--- src/rtec_pkg.sv ---
// Package of constants for the revolver and toner end controller
// How it works
// RULE1 - Carrier turns counterclockwise only, in quarter-turn steps between stations.
// RULE2 - From rest, turn the offset angle before the first colour develops.
// RULE3 - Rest reference is taken when the actuator enters the rest sensor.
// RULE4 - Return to rest after each job, at power-on and on door change.
// RULE5 - With near-end or end, park at exchange position; home before next copy.
// RULE6 - Raise the rest fault code when the rest sensor misbehaves; code goes idle after HOME_LIMIT steps without setting REST_FAULT_O.
// RULE7 - Engage the development clutch for the one colour in development only.
// RULE8 - Agitate during process check, toner supply, and development of active colour.
// RULE9 - Alternating bias only in copy cycle; steady bias otherwise.
// RULE10 - Accept density readings only from the unit at the station.
// RULE11 - Toner supply clutch feeds only the unit at the station.
// RULE12 - End sensor high means toner present, low means absent.
// RULE13 - Take 160 end sensor samples every 4 ms while at copy position.
// RULE14 - Interval is toner-absent when 20 or more samples read low.
// RULE15 - Near-end after three consecutive absent intervals for one colour.
// RULE16 - After near-end, end when pixel count reaches ten full A4 pages.
// RULE17 - After near-end stop at later of tenth sheet or toner end.
// RULE18 - Recovery visits K, Y, C, M: feed hopper, test sensor, record pass/fail.
// RULE19 - Repeat recovery for failed cartridges; failing again keeps near-end and end.
// RULE20 - Passed cartridges clear near-end, end, pixel and sheet counters.
// RULE21 - At power-on turn the carrier three full turns before self check.
// RULE22 - Rotation against the lock reports out-of-step with the rest fault code.
// RULE23 - Order K, Y, C, M in copy mode; Y, C, M, K in printer mode.
// RULE24 - Clear a colour's absent run when an interval misses the threshold.
package rtec_pkg;
	// Register byte offsets
	localparam logic [7:0] OFS_CTRL = 8'h00;
	localparam logic [7:0] OFS_CFG = 8'h04;
	localparam logic [7:0] OFS_STATUS = 8'h08;
	localparam logic [7:0] OFS_TONER = 8'h0C;
	localparam logic [7:0] OFS_PIXEL = 8'h10;
	localparam logic [7:0] OFS_SHEET = 8'h14;
	localparam logic [7:0] OFS_TDS = 8'h18;
	// Control bits (write one to act)
	localparam int CTRL_START = 0;
	localparam int CTRL_NEXT = 1;
	localparam int CTRL_END = 2;
	localparam int CTRL_RECOVER = 3;
	localparam int CTRL_CLR_FAULT = 4;
	// Configuration bits
	localparam int CFG_PRINTER = 0;
	localparam int CFG_PC_CHECK = 1;
	localparam int CFG_SUPPLY = 2;
	localparam logic [2:0] CFG_RESET = 3'h0;
	// Carrier geometry and counts
	localparam int QUARTER_DEG = 90;
	localparam int OFFSET_DEG = 30;
	localparam int STEPS_PER_REV = 120;
	localparam int LOOSEN_TURNS = 3;
	localparam int PARK_STEP = 5;
	localparam int HOME_LIMIT = 2 * STEPS_PER_REV;
	localparam int STEP_PERIOD_CYC = 2500;
	// Toner end sensing
	localparam int CLK_KHZ = 125000;
	localparam int INTERVAL_MS = 4;
	localparam int INTERVAL_CYC = INTERVAL_MS * CLK_KHZ;
	localparam int SAMPLES = 160;
	localparam int LOW_THRESH = 20;
	localparam int ABSENT_RUN = 3;
	localparam int END_SHEETS = 10;
	localparam int END_PAGES = 10;
	localparam int A4_PIXELS = 34800000;
	localparam int HOPPER_CYC = 1250;
	// Colour codes
	localparam logic [1:0] COL_K = 2'h0;
	localparam logic [1:0] COL_Y = 2'h1;
endpackage

--- src/rtec_top.sv ---
// Revolver positioning, development gating and toner end control
//
// Added by the designer: the placing of the registers and the AHB-Lite register port.
`timescale 1ns/10ps
`default_nettype none
module rtec_top #(
	parameter int STEPS_REV = rtec_pkg::STEPS_PER_REV,
	parameter int STEP_CYC = rtec_pkg::STEP_PERIOD_CYC,
	parameter int IV_CYC = rtec_pkg::INTERVAL_CYC,
	parameter int HOP_CYC = rtec_pkg::HOPPER_CYC,
	parameter int PIX_END = rtec_pkg::END_PAGES * rtec_pkg::A4_PIXELS
) (
	// Clock and reset
	input wire logic SYS_CLK_I,
	input wire logic RST_I,
	// AHB-Lite slave
	input wire logic HSEL_I,
	input wire logic [31:0] HADDR_I,
	input wire logic [1:0] HTRANS_I,
	input wire logic HWRITE_I,
	input wire logic [2:0] HSIZE_I,
	input wire logic [31:0] HWDATA_I,
	input wire logic HREADY_I,
	output logic [31:0] HRDATA_O,
	output logic HREADYOUT_O,
	output logic HRESP_O,
	// Sensors (asynchronous)
	input wire logic REST_SENSOR_I,
	input wire logic TONER_END_SENSOR_I,
	input wire logic LOCK_ENGAGED_I,
	input wire logic DOOR_OPEN_I,
	// Toner density sensor link
	input wire logic TDS_VALID_I,
	input wire logic [1:0] TDS_UNIT_I,
	input wire logic [7:0] TDS_DATA_I,
	// Actuators
	output logic MOTOR_STEP_O,
	output logic MOTOR_CCW_O,
	output logic [3:0] DEV_CLUTCH_O,
	output logic [3:0] AGITATE_O,
	output logic SUPPLY_CLUTCH_O,
	output logic HOPPER_O,
	output logic AC_BIAS_O,
	output logic DC_BIAS_O,
	// Status
	output logic [3:0] NEAR_END_O,
	output logic [3:0] TONER_END_O,
	output logic COPY_STOP_O,
	output logic REST_FAULT_O,
	output logic OUT_OF_STEP_O,
	output logic SELF_CHECK_READY_O
);
	localparam int QSTEPS = STEPS_REV * rtec_pkg::QUARTER_DEG / 360;
	localparam int OSTEPS = STEPS_REV * rtec_pkg::OFFSET_DEG / 360;
	localparam int SMP_CYC = IV_CYC / rtec_pkg::SAMPLES;

	typedef enum logic [6:0] {
		S_LOOSEN = 7'h01,
		S_HOME = 7'h02,
		S_MOVE = 7'h04,
		S_DEV = 7'h08,
		S_IDLE = 7'h10,
		S_REC_SEL = 7'h20,
		S_REC_FEED = 7'h40
	} rtec_state_e;

	// Two-stage synchronisers
	logic [3:0] async_in;
	logic [3:0] meta_ff;
	logic [3:0] sync_ff;
	assign async_in = {DOOR_OPEN_I, LOCK_ENGAGED_I, TONER_END_SENSOR_I, REST_SENSOR_I};
	genvar gs;
	generate
		for (gs = 0; gs < 4; gs++)
		begin : g_sync
			always_ff @(posedge SYS_CLK_I)
			begin
				if (RST_I)
				begin
					meta_ff[gs] <= 1'b0;
					sync_ff[gs] <= 1'b0;
				end
				else
				begin
					meta_ff[gs] <= async_in[gs];
					sync_ff[gs] <= meta_ff[gs];
				end
			end
		end
	endgenerate
	logic rest_s, toner_s, lock_s, door_s;
	assign rest_s = sync_ff[0];
	assign toner_s = sync_ff[1];
	assign lock_s = sync_ff[2];
	assign door_s = sync_ff[3];
	logic rest_q_ff, door_q_ff;
	always_ff @(posedge SYS_CLK_I)
	begin
		rest_q_ff <= RST_I ? 1'b0 : rest_s;
		door_q_ff <= RST_I ? 1'b0 : door_s;
	end
	logic rest_enter, door_change;
	assign rest_enter = rest_s && !rest_q_ff; // RULE3
	assign door_change = door_s != door_q_ff;

	// AHB-Lite slave, zero wait states
	logic wr_ph_ff;
	logic [7:0] addr_ff;
	logic take;
	assign take = HSEL_I && HTRANS_I[1] && HREADY_I;
	always_ff @(posedge SYS_CLK_I)
	begin
		if (RST_I)
		begin
			wr_ph_ff <= 1'b0;
			addr_ff <= 8'h00;
		end
		else
		begin
			wr_ph_ff <= take && HWRITE_I;
			if (take)
				addr_ff <= HADDR_I[7:0];
		end
	end
	logic [4:0] ctrl_p;
	logic pix_wr, sheet_wr;
	assign ctrl_p = (wr_ph_ff && addr_ff == rtec_pkg::OFS_CTRL) ? HWDATA_I[4:0] : 5'h00;
	assign pix_wr = wr_ph_ff && addr_ff == rtec_pkg::OFS_PIXEL;
	assign sheet_wr = wr_ph_ff && addr_ff == rtec_pkg::OFS_SHEET;
	logic [2:0] cfg_ff;
	always_ff @(posedge SYS_CLK_I)
	begin
		if (RST_I)
			cfg_ff <= rtec_pkg::CFG_RESET;
		else if (wr_ph_ff && addr_ff == rtec_pkg::OFS_CFG)
			cfg_ff <= HWDATA_I[2:0];
	end

	// Carrier state
	rtec_state_e state_ff, dst_ff;
	logic [8:0] pos_ff, target_ff;
	logic [10:0] steps_ff;
	logic [15:0] step_cnt_ff;
	logic [1:0] seq_ff, cur_col_ff;
	logic job_ff, self_ready_ff;
	logic [2:0] rec_col_ff;
	logic rec_pass_ff;
	logic [3:0] rec_fail_ff, rec_clr_ff;
	logic [3:0] near_ff, end_ff;
	logic [19:0] hop_cnt_ff;
	logic moving, step_go, home_hit, step_tick, park_need;
	assign moving = state_ff == S_LOOSEN || state_ff == S_HOME || state_ff == S_MOVE;
	assign step_go = moving && step_cnt_ff == 16'(STEP_CYC - 1);
	// No step on the cycle rest entry is seen, so the rest reference stays exact
	assign home_hit = state_ff == S_HOME && rest_enter; // RULE3
	assign step_tick = step_go && !home_hit;
	assign park_need = |near_ff || |end_ff;

	function automatic logic [8:0] station(input logic [1:0] col);
		station = 9'(OSTEPS + QSTEPS * int'(col)); // RULE2
	endfunction
	function automatic logic [1:0] order(input logic [1:0] idx, input logic prn);
		order = prn ? idx + rtec_pkg::COL_Y : idx; // RULE23
	endfunction

	always_ff @(posedge SYS_CLK_I)
	begin
		if (RST_I || !moving)
			step_cnt_ff <= 16'h0000;
		else
			step_cnt_ff <= step_go ? 16'h0000 : step_cnt_ff + 16'h0001;
	end

	// Motor drive: one pulse per step, direction fixed
	always_ff @(posedge SYS_CLK_I)
	begin
		MOTOR_STEP_O <= RST_I ? 1'b0 : step_tick;
		MOTOR_CCW_O <= 1'b1; // RULE1
	end

	// Fault flags
	always_ff @(posedge SYS_CLK_I)
	begin
		if (RST_I)
		begin
			REST_FAULT_O <= 1'b0;
			OUT_OF_STEP_O <= 1'b0;
		end
		else
		begin
			if (moving && lock_s)
			begin
				OUT_OF_STEP_O <= 1'b1; // RULE22
				REST_FAULT_O <= 1'b1; // RULE22
			end
			else if (state_ff == S_HOME && step_tick && steps_ff >= 11'(rtec_pkg::HOME_LIMIT))
				REST_FAULT_O <= 1'b1; // RULE6
			else if (ctrl_p[rtec_pkg::CTRL_CLR_FAULT])
			begin
				REST_FAULT_O <= 1'b0;
				OUT_OF_STEP_O <= 1'b0;
			end
		end
	end

	// Sequencer
	always_ff @(posedge SYS_CLK_I)
	begin
		if (RST_I)
		begin
			state_ff <= S_LOOSEN; // RULE21
			dst_ff <= S_IDLE;
			pos_ff <= 9'h000;
			target_ff <= 9'h000;
			steps_ff <= 11'h000;
			seq_ff <= 2'h0;
			cur_col_ff <= rtec_pkg::COL_K;
			job_ff <= 1'b0;
			self_ready_ff <= 1'b0;
			rec_col_ff <= 3'h0;
			rec_pass_ff <= 1'b0;
			rec_fail_ff <= 4'h0;
			rec_clr_ff <= 4'h0;
			hop_cnt_ff <= 20'h00000;
		end
		else
		begin
			rec_clr_ff <= 4'h0;
			if (step_tick)
			begin
				steps_ff <= steps_ff + 11'h001;
				pos_ff <= (pos_ff == 9'(STEPS_REV - 1)) ? 9'h000 : pos_ff + 9'h001;
			end
			if (moving && lock_s)
				state_ff <= S_IDLE;
			else if (door_change && state_ff != S_LOOSEN)
			begin
				state_ff <= S_HOME; // RULE4
				dst_ff <= S_IDLE;
				steps_ff <= 11'h000;
				job_ff <= 1'b0;
			end
			else
			begin
				case (state_ff)
					S_LOOSEN:
					begin
						if (step_tick && steps_ff == 11'(rtec_pkg::LOOSEN_TURNS * STEPS_REV - 1))
						begin
							state_ff <= S_HOME; // RULE4
							dst_ff <= S_IDLE;
							steps_ff <= 11'h000;
						end
					end
					S_HOME:
					begin
						if (rest_enter)
						begin
							pos_ff <= 9'h000; // RULE3
							self_ready_ff <= 1'b1; // RULE21
							steps_ff <= 11'h000;
							state_ff <= S_MOVE;
							if (dst_ff == S_DEV)
								target_ff <= station(cur_col_ff); // RULE2
							else if (park_need && !job_ff)
								target_ff <= 9'(rtec_pkg::PARK_STEP); // RULE5
							else
								state_ff <= dst_ff;
						end
						else if (steps_ff >= 11'(rtec_pkg::HOME_LIMIT))
							state_ff <= S_IDLE; // RULE6
					end
					S_MOVE:
					begin
						if (pos_ff == target_ff)
						begin
							state_ff <= dst_ff;
							self_ready_ff <= 1'b1;
						end
					end
					S_DEV:
					begin
						if (ctrl_p[rtec_pkg::CTRL_NEXT] && seq_ff != 2'h3)
						begin
							seq_ff <= seq_ff + 2'h1;
							cur_col_ff <= order(seq_ff + 2'h1, cfg_ff[rtec_pkg::CFG_PRINTER]);
							target_ff <= station(order(seq_ff + 2'h1, cfg_ff[rtec_pkg::CFG_PRINTER]));
							state_ff <= S_MOVE; // RULE1
						end
						else if (ctrl_p[rtec_pkg::CTRL_END])
						begin
							job_ff <= 1'b0;
							dst_ff <= S_IDLE;
							steps_ff <= 11'h000;
							state_ff <= S_HOME; // RULE4
						end
					end
					S_IDLE:
					begin
						if (ctrl_p[rtec_pkg::CTRL_START])
						begin
							job_ff <= 1'b1;
							seq_ff <= 2'h0;
							cur_col_ff <= order(2'h0, cfg_ff[rtec_pkg::CFG_PRINTER]);
							dst_ff <= S_DEV;
							steps_ff <= 11'h000;
							state_ff <= S_HOME; // RULE5
						end
						else if (ctrl_p[rtec_pkg::CTRL_RECOVER])
						begin
							rec_col_ff <= 3'h0;
							rec_pass_ff <= 1'b0;
							rec_fail_ff <= 4'h0;
							state_ff <= S_REC_SEL;
						end
					end
					S_REC_SEL:
					begin
						if (rec_col_ff[2])
						begin
							if (!rec_pass_ff && |rec_fail_ff)
							begin
								rec_pass_ff <= 1'b1; // RULE19
								rec_col_ff <= 3'h0;
							end
							else
							begin
								rec_clr_ff <= ~rec_fail_ff; // RULE20
								dst_ff <= S_IDLE;
								steps_ff <= 11'h000;
								state_ff <= S_HOME;
							end
						end
						else if (rec_pass_ff && !rec_fail_ff[rec_col_ff[1:0]])
							rec_col_ff <= rec_col_ff + 3'h1; // RULE19
						else
						begin
							cur_col_ff <= rec_col_ff[1:0]; // RULE18
							target_ff <= station(rec_col_ff[1:0]);
							dst_ff <= S_REC_FEED;
							hop_cnt_ff <= 20'h00000;
							state_ff <= S_MOVE;
						end
					end
					S_REC_FEED:
					begin
						hop_cnt_ff <= hop_cnt_ff + 20'h00001;
						if (hop_cnt_ff == 20'(HOP_CYC))
						begin
							rec_fail_ff[cur_col_ff] <= !toner_s; // RULE18
							rec_col_ff <= rec_col_ff + 3'h1;
							state_ff <= S_REC_SEL;
						end
					end
					default:
						state_ff <= S_IDLE;
				endcase
			end
		end
	end

	// Development, agitation, supply and bias drive
	logic dev, supplying;
	assign dev = state_ff == S_DEV;
	assign supplying = dev && cfg_ff[rtec_pkg::CFG_SUPPLY];
	always_ff @(posedge SYS_CLK_I)
	begin
		if (RST_I)
		begin
			DEV_CLUTCH_O <= 4'h0;
			AGITATE_O <= 4'h0;
			SUPPLY_CLUTCH_O <= 1'b0;
			HOPPER_O <= 1'b0;
			AC_BIAS_O <= 1'b0;
			DC_BIAS_O <= 1'b0;
		end
		else
		begin
			DEV_CLUTCH_O <= (dev && job_ff) ? 4'h1 << cur_col_ff : 4'h0; // RULE7
			AGITATE_O <= ((dev && job_ff) || supplying
				|| (!moving && cfg_ff[rtec_pkg::CFG_PC_CHECK])) ? 4'h1 << cur_col_ff : 4'h0; // RULE8
			SUPPLY_CLUTCH_O <= supplying; // RULE11
			HOPPER_O <= state_ff == S_REC_FEED; // RULE18
			AC_BIAS_O <= dev && job_ff; // RULE9
			DC_BIAS_O <= 1'b1; // RULE9
		end
	end

	// Density readings from the unit at the station only
	logic [7:0] tds_ff;
	always_ff @(posedge SYS_CLK_I)
	begin
		if (RST_I)
			tds_ff <= 8'h00;
		else if (TDS_VALID_I && dev && TDS_UNIT_I == cur_col_ff)
			tds_ff <= TDS_DATA_I; // RULE10
	end

	// Toner end sensor sampling window
	logic [19:0] iv_cnt_ff;
	logic [15:0] smp_cnt_ff;
	logic [7:0] low_cnt_ff;
	logic iv_done_ff, absent_ff;
	logic smp_tick, iv_end;
	logic [7:0] low_sum;
	assign smp_tick = smp_cnt_ff == 16'(SMP_CYC - 1);
	assign iv_end = iv_cnt_ff == 20'(IV_CYC - 1);
	// Last sample of an interval is counted before the count restarts
	assign low_sum = low_cnt_ff + {7'h00, smp_tick && !toner_s}; // RULE12
	always_ff @(posedge SYS_CLK_I)
	begin
		if (RST_I || !dev)
		begin
			iv_cnt_ff <= 20'h00000;
			smp_cnt_ff <= 16'h0000;
			low_cnt_ff <= 8'h00;
			iv_done_ff <= 1'b0;
			absent_ff <= 1'b0;
		end
		else
		begin
			iv_cnt_ff <= iv_end ? 20'h00000 : iv_cnt_ff + 20'h00001; // RULE13
			smp_cnt_ff <= (smp_tick || iv_end) ? 16'h0000 : smp_cnt_ff + 16'h0001; // RULE13
			iv_done_ff <= iv_end;
			absent_ff <= low_sum >= 8'(rtec_pkg::LOW_THRESH); // RULE14
			low_cnt_ff <= iv_end ? 8'h00 : low_sum;
		end
	end

	// Per-colour near-end and end tracking
	logic [3:0] stop_c;
	genvar gc;
	generate
		for (gc = 0; gc < 4; gc++)
		begin : g_col
			logic [1:0] run_ff;
			logic [31:0] pix_ff;
			logic [3:0] sheet_ff;
			logic mine;
			assign mine = cur_col_ff == 2'(gc);
			always_ff @(posedge SYS_CLK_I)
			begin
				if (RST_I || rec_clr_ff[gc])
				begin
					run_ff <= 2'h0; // RULE20
					near_ff[gc] <= 1'b0;
					end_ff[gc] <= 1'b0;
					pix_ff <= 32'h00000000;
					sheet_ff <= 4'h0;
				end
				else
				begin
					if (iv_done_ff && mine)
					begin
						if (!absent_ff)
							run_ff <= 2'h0; // RULE24
						else if (run_ff == 2'(rtec_pkg::ABSENT_RUN - 1))
							near_ff[gc] <= 1'b1; // RULE15
						else
							run_ff <= run_ff + 2'h1; // RULE15
					end
					if (near_ff[gc] && pix_wr && mine && !end_ff[gc])
						pix_ff <= pix_ff + HWDATA_I;
					if (near_ff[gc] && pix_ff >= 32'(PIX_END))
						end_ff[gc] <= 1'b1; // RULE16
					if (near_ff[gc] && sheet_wr && mine && sheet_ff != 4'(rtec_pkg::END_SHEETS))
						sheet_ff <= sheet_ff + 4'h1;
				end
			end
			assign stop_c[gc] = end_ff[gc] && sheet_ff == 4'(rtec_pkg::END_SHEETS); // RULE17
		end
	endgenerate

	// Status outputs and read data
	always_ff @(posedge SYS_CLK_I)
	begin
		if (RST_I)
		begin
			NEAR_END_O <= 4'h0;
			TONER_END_O <= 4'h0;
			COPY_STOP_O <= 1'b0;
			SELF_CHECK_READY_O <= 1'b0;
			HRDATA_O <= 32'h00000000;
			HREADYOUT_O <= 1'b1;
			HRESP_O <= 1'b0;
		end
		else
		begin
			NEAR_END_O <= near_ff;
			TONER_END_O <= end_ff;
			COPY_STOP_O <= |stop_c; // RULE17
			SELF_CHECK_READY_O <= self_ready_ff; // RULE21
			HREADYOUT_O <= 1'b1;
			HRESP_O <= 1'b0;
			HRDATA_O <= 32'h00000000;
			if (take && !HWRITE_I)
			begin
				case (HADDR_I[7:0])
					rtec_pkg::OFS_CFG: HRDATA_O <= {29'h0, cfg_ff};
					rtec_pkg::OFS_STATUS: HRDATA_O <= {5'h0, pos_ff, 3'h0, rec_col_ff,
						cur_col_ff, job_ff, OUT_OF_STEP_O, REST_FAULT_O, state_ff};
					rtec_pkg::OFS_TONER: HRDATA_O <= {19'h0, |stop_c, rec_fail_ff, end_ff, near_ff};
					rtec_pkg::OFS_TDS: HRDATA_O <= {24'h0, tds_ff};
					default: HRDATA_O <= 32'h00000000;
				endcase
			end
		end
	end
endmodule
`default_nettype wire

--- config.mk ---
export PLATFORM = sky130hd
export DESIGN_NAME = rtec_top
export DESIGN_NICKNAME = d
export VERILOG_FILES = /design/src/rtec_pkg.sv /design/src/rtec_top.sv
export SDC_FILE = /design/constraint.sdc
export NUM_CORES = 1
export LEC_CHECK = 0
export ABC_AREA = 1
export BUFFER_PORTS_ARGS = -buffer_cell sky130_fd_sc_hd__buf_2
export CAP_MARGIN = 5
export CORE_MARGIN = 10
export CORE_UTILIZATION = 55
export DETAILED_ROUTE_END_ITERATION = 6
export PLACE_DENSITY = 0.79
export SLEW_MARGIN = 25
export SYNTH_ARGS = -nofsm -noshare
export SYNTH_HDL_FRONTEND = slang
export SYNTH_SLANG_ARGS = --single-unit
--- constraint.sdc ---
create_clock -name SYS_CLK_I -period 3.25 [get_ports SYS_CLK_I]
set_input_delay 0.4875 -clock SYS_CLK_I [delete_from_list [all_inputs] [get_ports SYS_CLK_I]]
set_output_delay 0.4875 -clock SYS_CLK_I [all_outputs]
set_load 0.1 [all_outputs]
==> out/qor.csv, run 1 <==
metric;value;unit
status;finished, final reports clean;
die_h;234.0;um
routed_wirelength;77080;um
track_usage;27.21;%
ys_ff_latch;377;
avgRoutedWirePerCell;16.81;um
vdd_ir_drop_max;0.5385;mV
worstPathRequired;3730;ps
clk_latency;590;ps
tightestPinTransition;1025;ps
r2r-start;addr_ff[0];
antenna_found_initial;1;
min_from;DOOR_OPEN_I;
cts_tree;done;
overflow;0;
netSwitchingFraction;30.16;%
grt_pass1_wl;121000;um
synth_edf_count;0;
yosys_most_used_dff;dfxtp_1;
antenna_cells;0;
min_path_cells;3;
hold_viol_final;0;
placed_area;0.02643;sq mm
switchingPower;3606;uW
syn_avg_cell_area;6.577;sq um
place.gp.congestion;0.9969;
vias;25611;
reg2reg_depth;10;
tns;0;ps
post-synth-top-count-cell;nand2_1;
cts_max_level;2;
post_cts_buffers;0;
design_area;0.02794;sq mm
pwr-share-clk;43.4;%
rrSetupSlack;720;ps
fin_worst_skew;18.31;ps
slew_headroom;31.65;%
cp_data_arrival_time;3020;ps
synth_area_leaders;dfxtp_1, nand2_1, ha_1;
cts_buffers;44;
rsz0062_at_grt;no;
p_leak;0.01287;uW
grt_pass1_vias;22970;
synth_cells;3831;
synth_top_cell_by_area;dfxtp_1;
final-max-slew-violation-count;0;
seqPwrFrac;40.3;%
routed_via_density;5.585;
cts_sinks;377;
cts_hold_buf;0;
n_fill_cell;4365;
clock-root-buffer;clkbuf_16;
synth_commonest_cells;nand2_1, inv_1, nor2_1;
core.rowCount;78;
fmax;394.6;MHz
dpl.hpwl;58770;um
first_pass_iters;6;
drc;0;
drive_gt1_share;7.852;%
ctsResizeCount;0;
die_area;0.05477;sq mm
io_pins;149;
critPathCaptureType;flop;
core-area;0.04538;sq mm
synth_cell_types;65;
min_period;2534;ps
drtIter0Drc;2405;
powerDensity;428.1;mW/mm^2
crit_start;addr_ff[0];
whs;104.6;ps
grt_max_degree;34;
r2r-end;g_col[1].pix_ff[22];
final_nets;4210;
cts_buffer_depth;3;
ant_nets;0;
synth_area;0.02520;sq mm
max-cap-violations;0;
min_period_over_period;77.98;%
power_frac_comb;16.3;%
hold_path.class;in2reg;
die_x;234.0;um
cp_max_fo;10;
setup_viol;0;
async_reset_ff_share;0;%
io_buffers;109;
start_kind;flop;
area_growth;10.87;%
internal_power;8351;uW
initial_core_util;55.52;%
min_to;meta_ff[3];
path_class;reg2reg;
seq_area_frac_synth;29.95;%
cts.clk_slew.worst_paths;70;ps
netlist.area_leader.share;29.95;%
ys_warn_count;0;
through the flow:
| stage | total power, uW | worst slack, ps | utilization [%] | std cells |
|---|---|---|---|---|
| 3_3_place_gp | 6796 | 350.3 | 58.24 | 4507 |
| 3_5_place_dp | 6812 | 361.6 | 58.24 | 4507 |
| 6_report | 11960 | 715.6 | 61.56 | 4586 |
| 5_1_grt | 12410 | 485.9 | 61.56 | 4586 |
| 4_1_cts | 11990 | 761.2 | 61.56 | 4586 |
| 2_1_floorplan | 6306 | 1059 | - | 3840 |
kinds of logic (layout without fill, tap and decap cells):
logic type      after synthesis  after routing  share of synthesized area (%)
fa+ha+maj                   168            168                          8.462
compound gates              801            801                          17.99
mux                           1              1                        0.04469
buf+inv                     605            751                          9.380
other cells                   2             11                        0.02981
flops                       377            377                          29.95
xor+xnor                     88             88                          3.059
simple gates               1789           1789                          31.09
sequential cells by signal, indices dropped and copies added (netlist names), 7 cells and up:
signal / count
g_col.sheet_ff: 16
steps_ff: 11
HRDATA_O: 24
low_cnt_ff: 8
g_col.run_ff: 8
smp_cnt_ff: 16
g_col.pix_ff: 128
iv_cnt_ff: 20
addr_ff: 8
hop_cnt_ff: 20
pos_ff: 9
tds_ff: 8
target_ff: 8
state_ff: 7
step_cnt_ff: 16
how the worst max path moves through the flow:
stage / slack (ps) / to / cells past startpoint
6_report: 720 / g_col[1].pix_ff[22] / 10
5_1_grt: 490 / g_col[1].pix_ff[26] / 10
4_1_cts: 760 / g_col[1].pix_ff[22] / 10
3_5_place_dp: 360 / g_col[1].pix_ff[22] / 17
3_3_place_gp: 350 / g_col[1].pix_ff[26] / 17
2_1_floorplan: 1060 / g_col[0].pix_ff[22] / 13
power by group through the flow:
stage	logic (uW)	registers, uW	clock network [uW]
after floorplan	1370	4940	0
after global placement	1880	4910	0
after detailed placement	1900	4920	0
after CTS	1910	4810	5270
after global routing	2150	4830	5440
final	1950	4820	5190
cell type report:
cell class	count	area, sq um	area share, %
clock buffers	60	1241	4.443
inverters	529	1991	7.126
repair buffers	143	800.8	2.866
clock inverters	19	264.0	0.9450
multi-input cells	2858	15340	54.92
flip-flops and latches	377	7547	27.02
well taps	600	750.7	2.687
worst max-delay path, cell delays in order (launching register included):
cell and delay [ps]:
dfxtp_1 320, inv_1 70, nand2_1 80, nor2_1 280, nand2_2 230, inv_2 150, nand4_1 510, clkinv_1 480
nand2_1 90, o21ai_0 160, inv_1 60
cell usage in the layout, fill, tap and decap left out, types with 13 or more instances in the layout:
master	instances
inv_2	15
nand2_1	807
a21o_1	26
o21ai_0	248
xor2_1	55
o21a_1	54
ha_1	164
nor3_1	74
dfxtp_1	377
or2_2	14
inv_1	508
nand4_1	97
nand3_1	217
buf_2	109
clkbuf_16	44
buf_4	34
xnor2_1	33
nor2_1	472
o21bai_1	35
a21oi_1	360
nor4_1	31
o211ai_1	13
layer usage:
layer	track usage, %	share of wire (%)	vias to the layer above
met4	10.16	3.6	2
li1	-	-	12926
met5	0	0.026	-
met2	41.43	42	991
met3	4.206	9.4	162
met1	38.16	45	11530
No activity file was read; power rests on OpenSTA's default activity.
==> run 2, diff against run 1 <==
--- a/config.mk
+++ b/config.mk
@@ -11,7 +11,7 @@
 export CORE_MARGIN = 10
 export CORE_UTILIZATION = 55
 export DETAILED_ROUTE_END_ITERATION = 6
-export PLACE_DENSITY = 0.79
+export PLACE_DENSITY = 0.82
 export SLEW_MARGIN = 25
 export SYNTH_ARGS = -nofsm -noshare
 export SYNTH_HDL_FRONTEND = slang
==> constraint.sdc (replaced) <==
create_clock -name SYS_CLK_I -period 2.2 [get_ports SYS_CLK_I]
set_input_delay 0.33 -clock SYS_CLK_I [delete_from_list [all_inputs] [get_ports SYS_CLK_I]]
set_output_delay 0.33 -clock SYS_CLK_I [all_outputs]
set_load 0.1 [all_outputs]
==> out/qor.csv, run 2 (synthesis gave the netlist of run 1 again) <==
metric;value;unit;change
seqPwrFrac;38.2;%;-2.1 points
place.gp.congestion;1.033;;+3.6%
netSwitchingFraction;29.69;%;-0.47 points
routed_via_density;5.577;;-0.13%
die_area;0.05477;sq mm;unchanged
dpl.hpwl;62890;um;+7.0%
clk_latency;590;ps;about the same
drtIter0Drc;2702;;+12%
internal_power;13110;uW;+57%
cp_max_fo;2;;-8
critPathCaptureType;flop;;
powerDensity;608.2;mW/mm^2;+42%
antenna_found_initial;2;;+1
min_from;TDS_DATA_I[5];;
grt_max_degree;34;;unchanged
max-cap-violations;0;;unchanged
postLayoutCoreUtil;67.55;%;+6.0 points
cp_slowest_cell;dfxtp_2;;
n_fill_cell;4012;;-8.1%
hold_viol_final;0;;unchanged
r2r-end;absent_ff;;
fin_worst_skew;20.65;ps;+2.338 ps
r2r-start;smp_cnt_ff[1];;
final-max-slew-violation-count;0;;unchanged
ant_nets;0;;unchanged
grt_pass1_vias;25198;;+9.7%
cts.clk_slew.worst_paths;60;ps;about the same
overflow;0;;unchanged
tightestPinTransition;709.4;ps;-315.8 ps
reg_top3;g_col.pix_ff (128), HRDATA_O (24);;
cts_sinks;377;;unchanged
worstPathRequired;2690;ps;-1040 ps
path_class;reg2reg;;
reg2reg_depth;14;;+4
vias;27095;;+5.8%
setup_viol;3;;+3
fmax;438.2;MHz;+11%
largest_reg_flops;128;;unchanged
path_cells;inv_2 -> ha_4 -> nand3_2 -> nor4_2 -> and2_4 -> inv_2 -> nor2_4 -> ha_4 -> nand3_4 -> nor3b_4 -> nand3_2 -> xnor2_2 -> inv_1 -> a31oi_1;;
pwr-share-clk;44.7;%;+1.3 points
io_pins;149;;unchanged
die_x;234.0;um;unchanged
placed_area;0.02841;sq mm;+7.5%
min_period_over_period;103.7;%;+26 points
clock-root-buffer;clkbuf_16;;
power_frac_comb;17.1;%;+0.8 points
violations;setup timing;;
avgRoutedWirePerCell;17.21;um;+2.4%
rsz0062_at_grt;yes;;
slew_headroom;52.27;%;+21 points
hold_path.class;in2reg;;
drc;0;;unchanged
design_area;0.03066;sq mm;+9.7%
switchingPower;5535;uW;+53%
cts_buffers;44;;unchanged
cts_max_level;2;;unchanged
rrSetupSlack;-80;ps;-800 ps
drive_gt1_share;15.74;%;+7.9 points
first_pass_iters;7;;+1
cp_data_arrival_time;2770;ps;-250 ps
area_growth;21.67;%;
io_buffers;109;;unchanged
min_to;tds_ff[5];;
min_period;2282;ps;-252.6 ps
die_h;234.0;um;unchanged
grt_pass1_wl;129900;um;+7.4%
start_kind;flop;;
cts_tree;done;;
pre_cts_ws;-298.0;ps;-659.5 ps
min_path_cells;3;;unchanged
core-area;0.04538;sq mm;unchanged
largest_register;g_col.pix_ff;;
final_nets;4479;;+6.4%
crit_start;smp_cnt_ff[1];;
status;complete, but fails checks;;
initial_core_util;55.52;%;unchanged
slowest_delay;330;ps;-180 ps
track_usage;29.25;%;+2.0 points
vdd_ir_drop_max;0.7219;mV;+34%
core.rowCount;78;;unchanged
cts_buffer_depth;3;;unchanged
power;18640;uW;+56%
p_leak;0.01434;uW;+11%
layout.cells.most_common;nand2_1;;
layout_common_cells;nand2_1, inv_1, nor2_1;;
routed_wirelength;83620;um;+8.5%
setup_ws;-81.81;ps;-797.4 ps
==> run 2: per-stage QoR <==
stage | setup TNS (ps) | hold WS (ps) | cells
after floorplan | 0 | 388.3 | 3840
after global placement | -7952 | 393.6 | 4757
after detailed placement | -11810 | 397.6 | 4757
after CTS | -67.32 | 0.03830 | 4851
after global routing | -771.8 | 21.15 | 4858
final | -159.8 | 14.14 | 4858
==> run 2: power by group through the flow <==
stage               clock network, uW  registers, uW  logic [uW]
floorplan                           0           7300        2020
global placement                    0           7250        2970
detailed placement                  0           7260        3020
CTS                              8410           7100        3060
global route                     8660           7130        3480
finish                           8340           7120        3190
==> run 2: worst max path at each step <==
stage          slack [ps]                   to  cells after the start
2_1_floorplan         160            absent_ff                     14
3_3_place_gp         -250  g_col[0].pix_ff[26]                     14
3_5_place_dp         -300  g_col[1].pix_ff[22]                     16
4_1_cts               -70            absent_ff                     15
5_1_grt              -220            absent_ff                     14
6_report              -80            absent_ff                     14
==> run 2: repair_timing <==
item                                   4_1_cts  5_1_grt
endpoints found under the hold margin       12        0
pin swaps                                    5       27
setup endpoints to repair                    4      112
buffers inserted                             1        6
resized for setup                           13      111
hold buffers                                12        0
==> run 2: cell type report <==
class | count | area [sq um] | share of cell area, %
sequential | 377 | 7557 | 24.65
clock buffer | 57 | 1261 | 4.114
antenna | 1 | 2.502 | 0.008163
tap | 600 | 750.7 | 2.449
inverter | 529 | 1991 | 6.494
clock inverter | 24 | 386.6 | 1.261
multi-input combinational | 2858 | 15760 | 51.40
timing repair buffer | 412 | 2950 | 9.624
==> run 2: worst max-delay path: cells and delay by family, from the launching register on <==
kind	cells	cell delay, ps
simple gates	7	1040
flops	1	330
compound gates	1	180
xor+xnor	1	170
buf+inv	3	190
fa+ha+maj	2	290
==> run 2: routing by layer <==
metal / vias up / routed length [um] / track usage, %
li1: 13423 / - / -
met1: 12309 / 35830 / 38.83
met2: 1157 / 36540 / 45.87
met3: 206 / 8059 / 5.886
met4: 0 / 3189 / 11.57
met5: - / 0 / 0
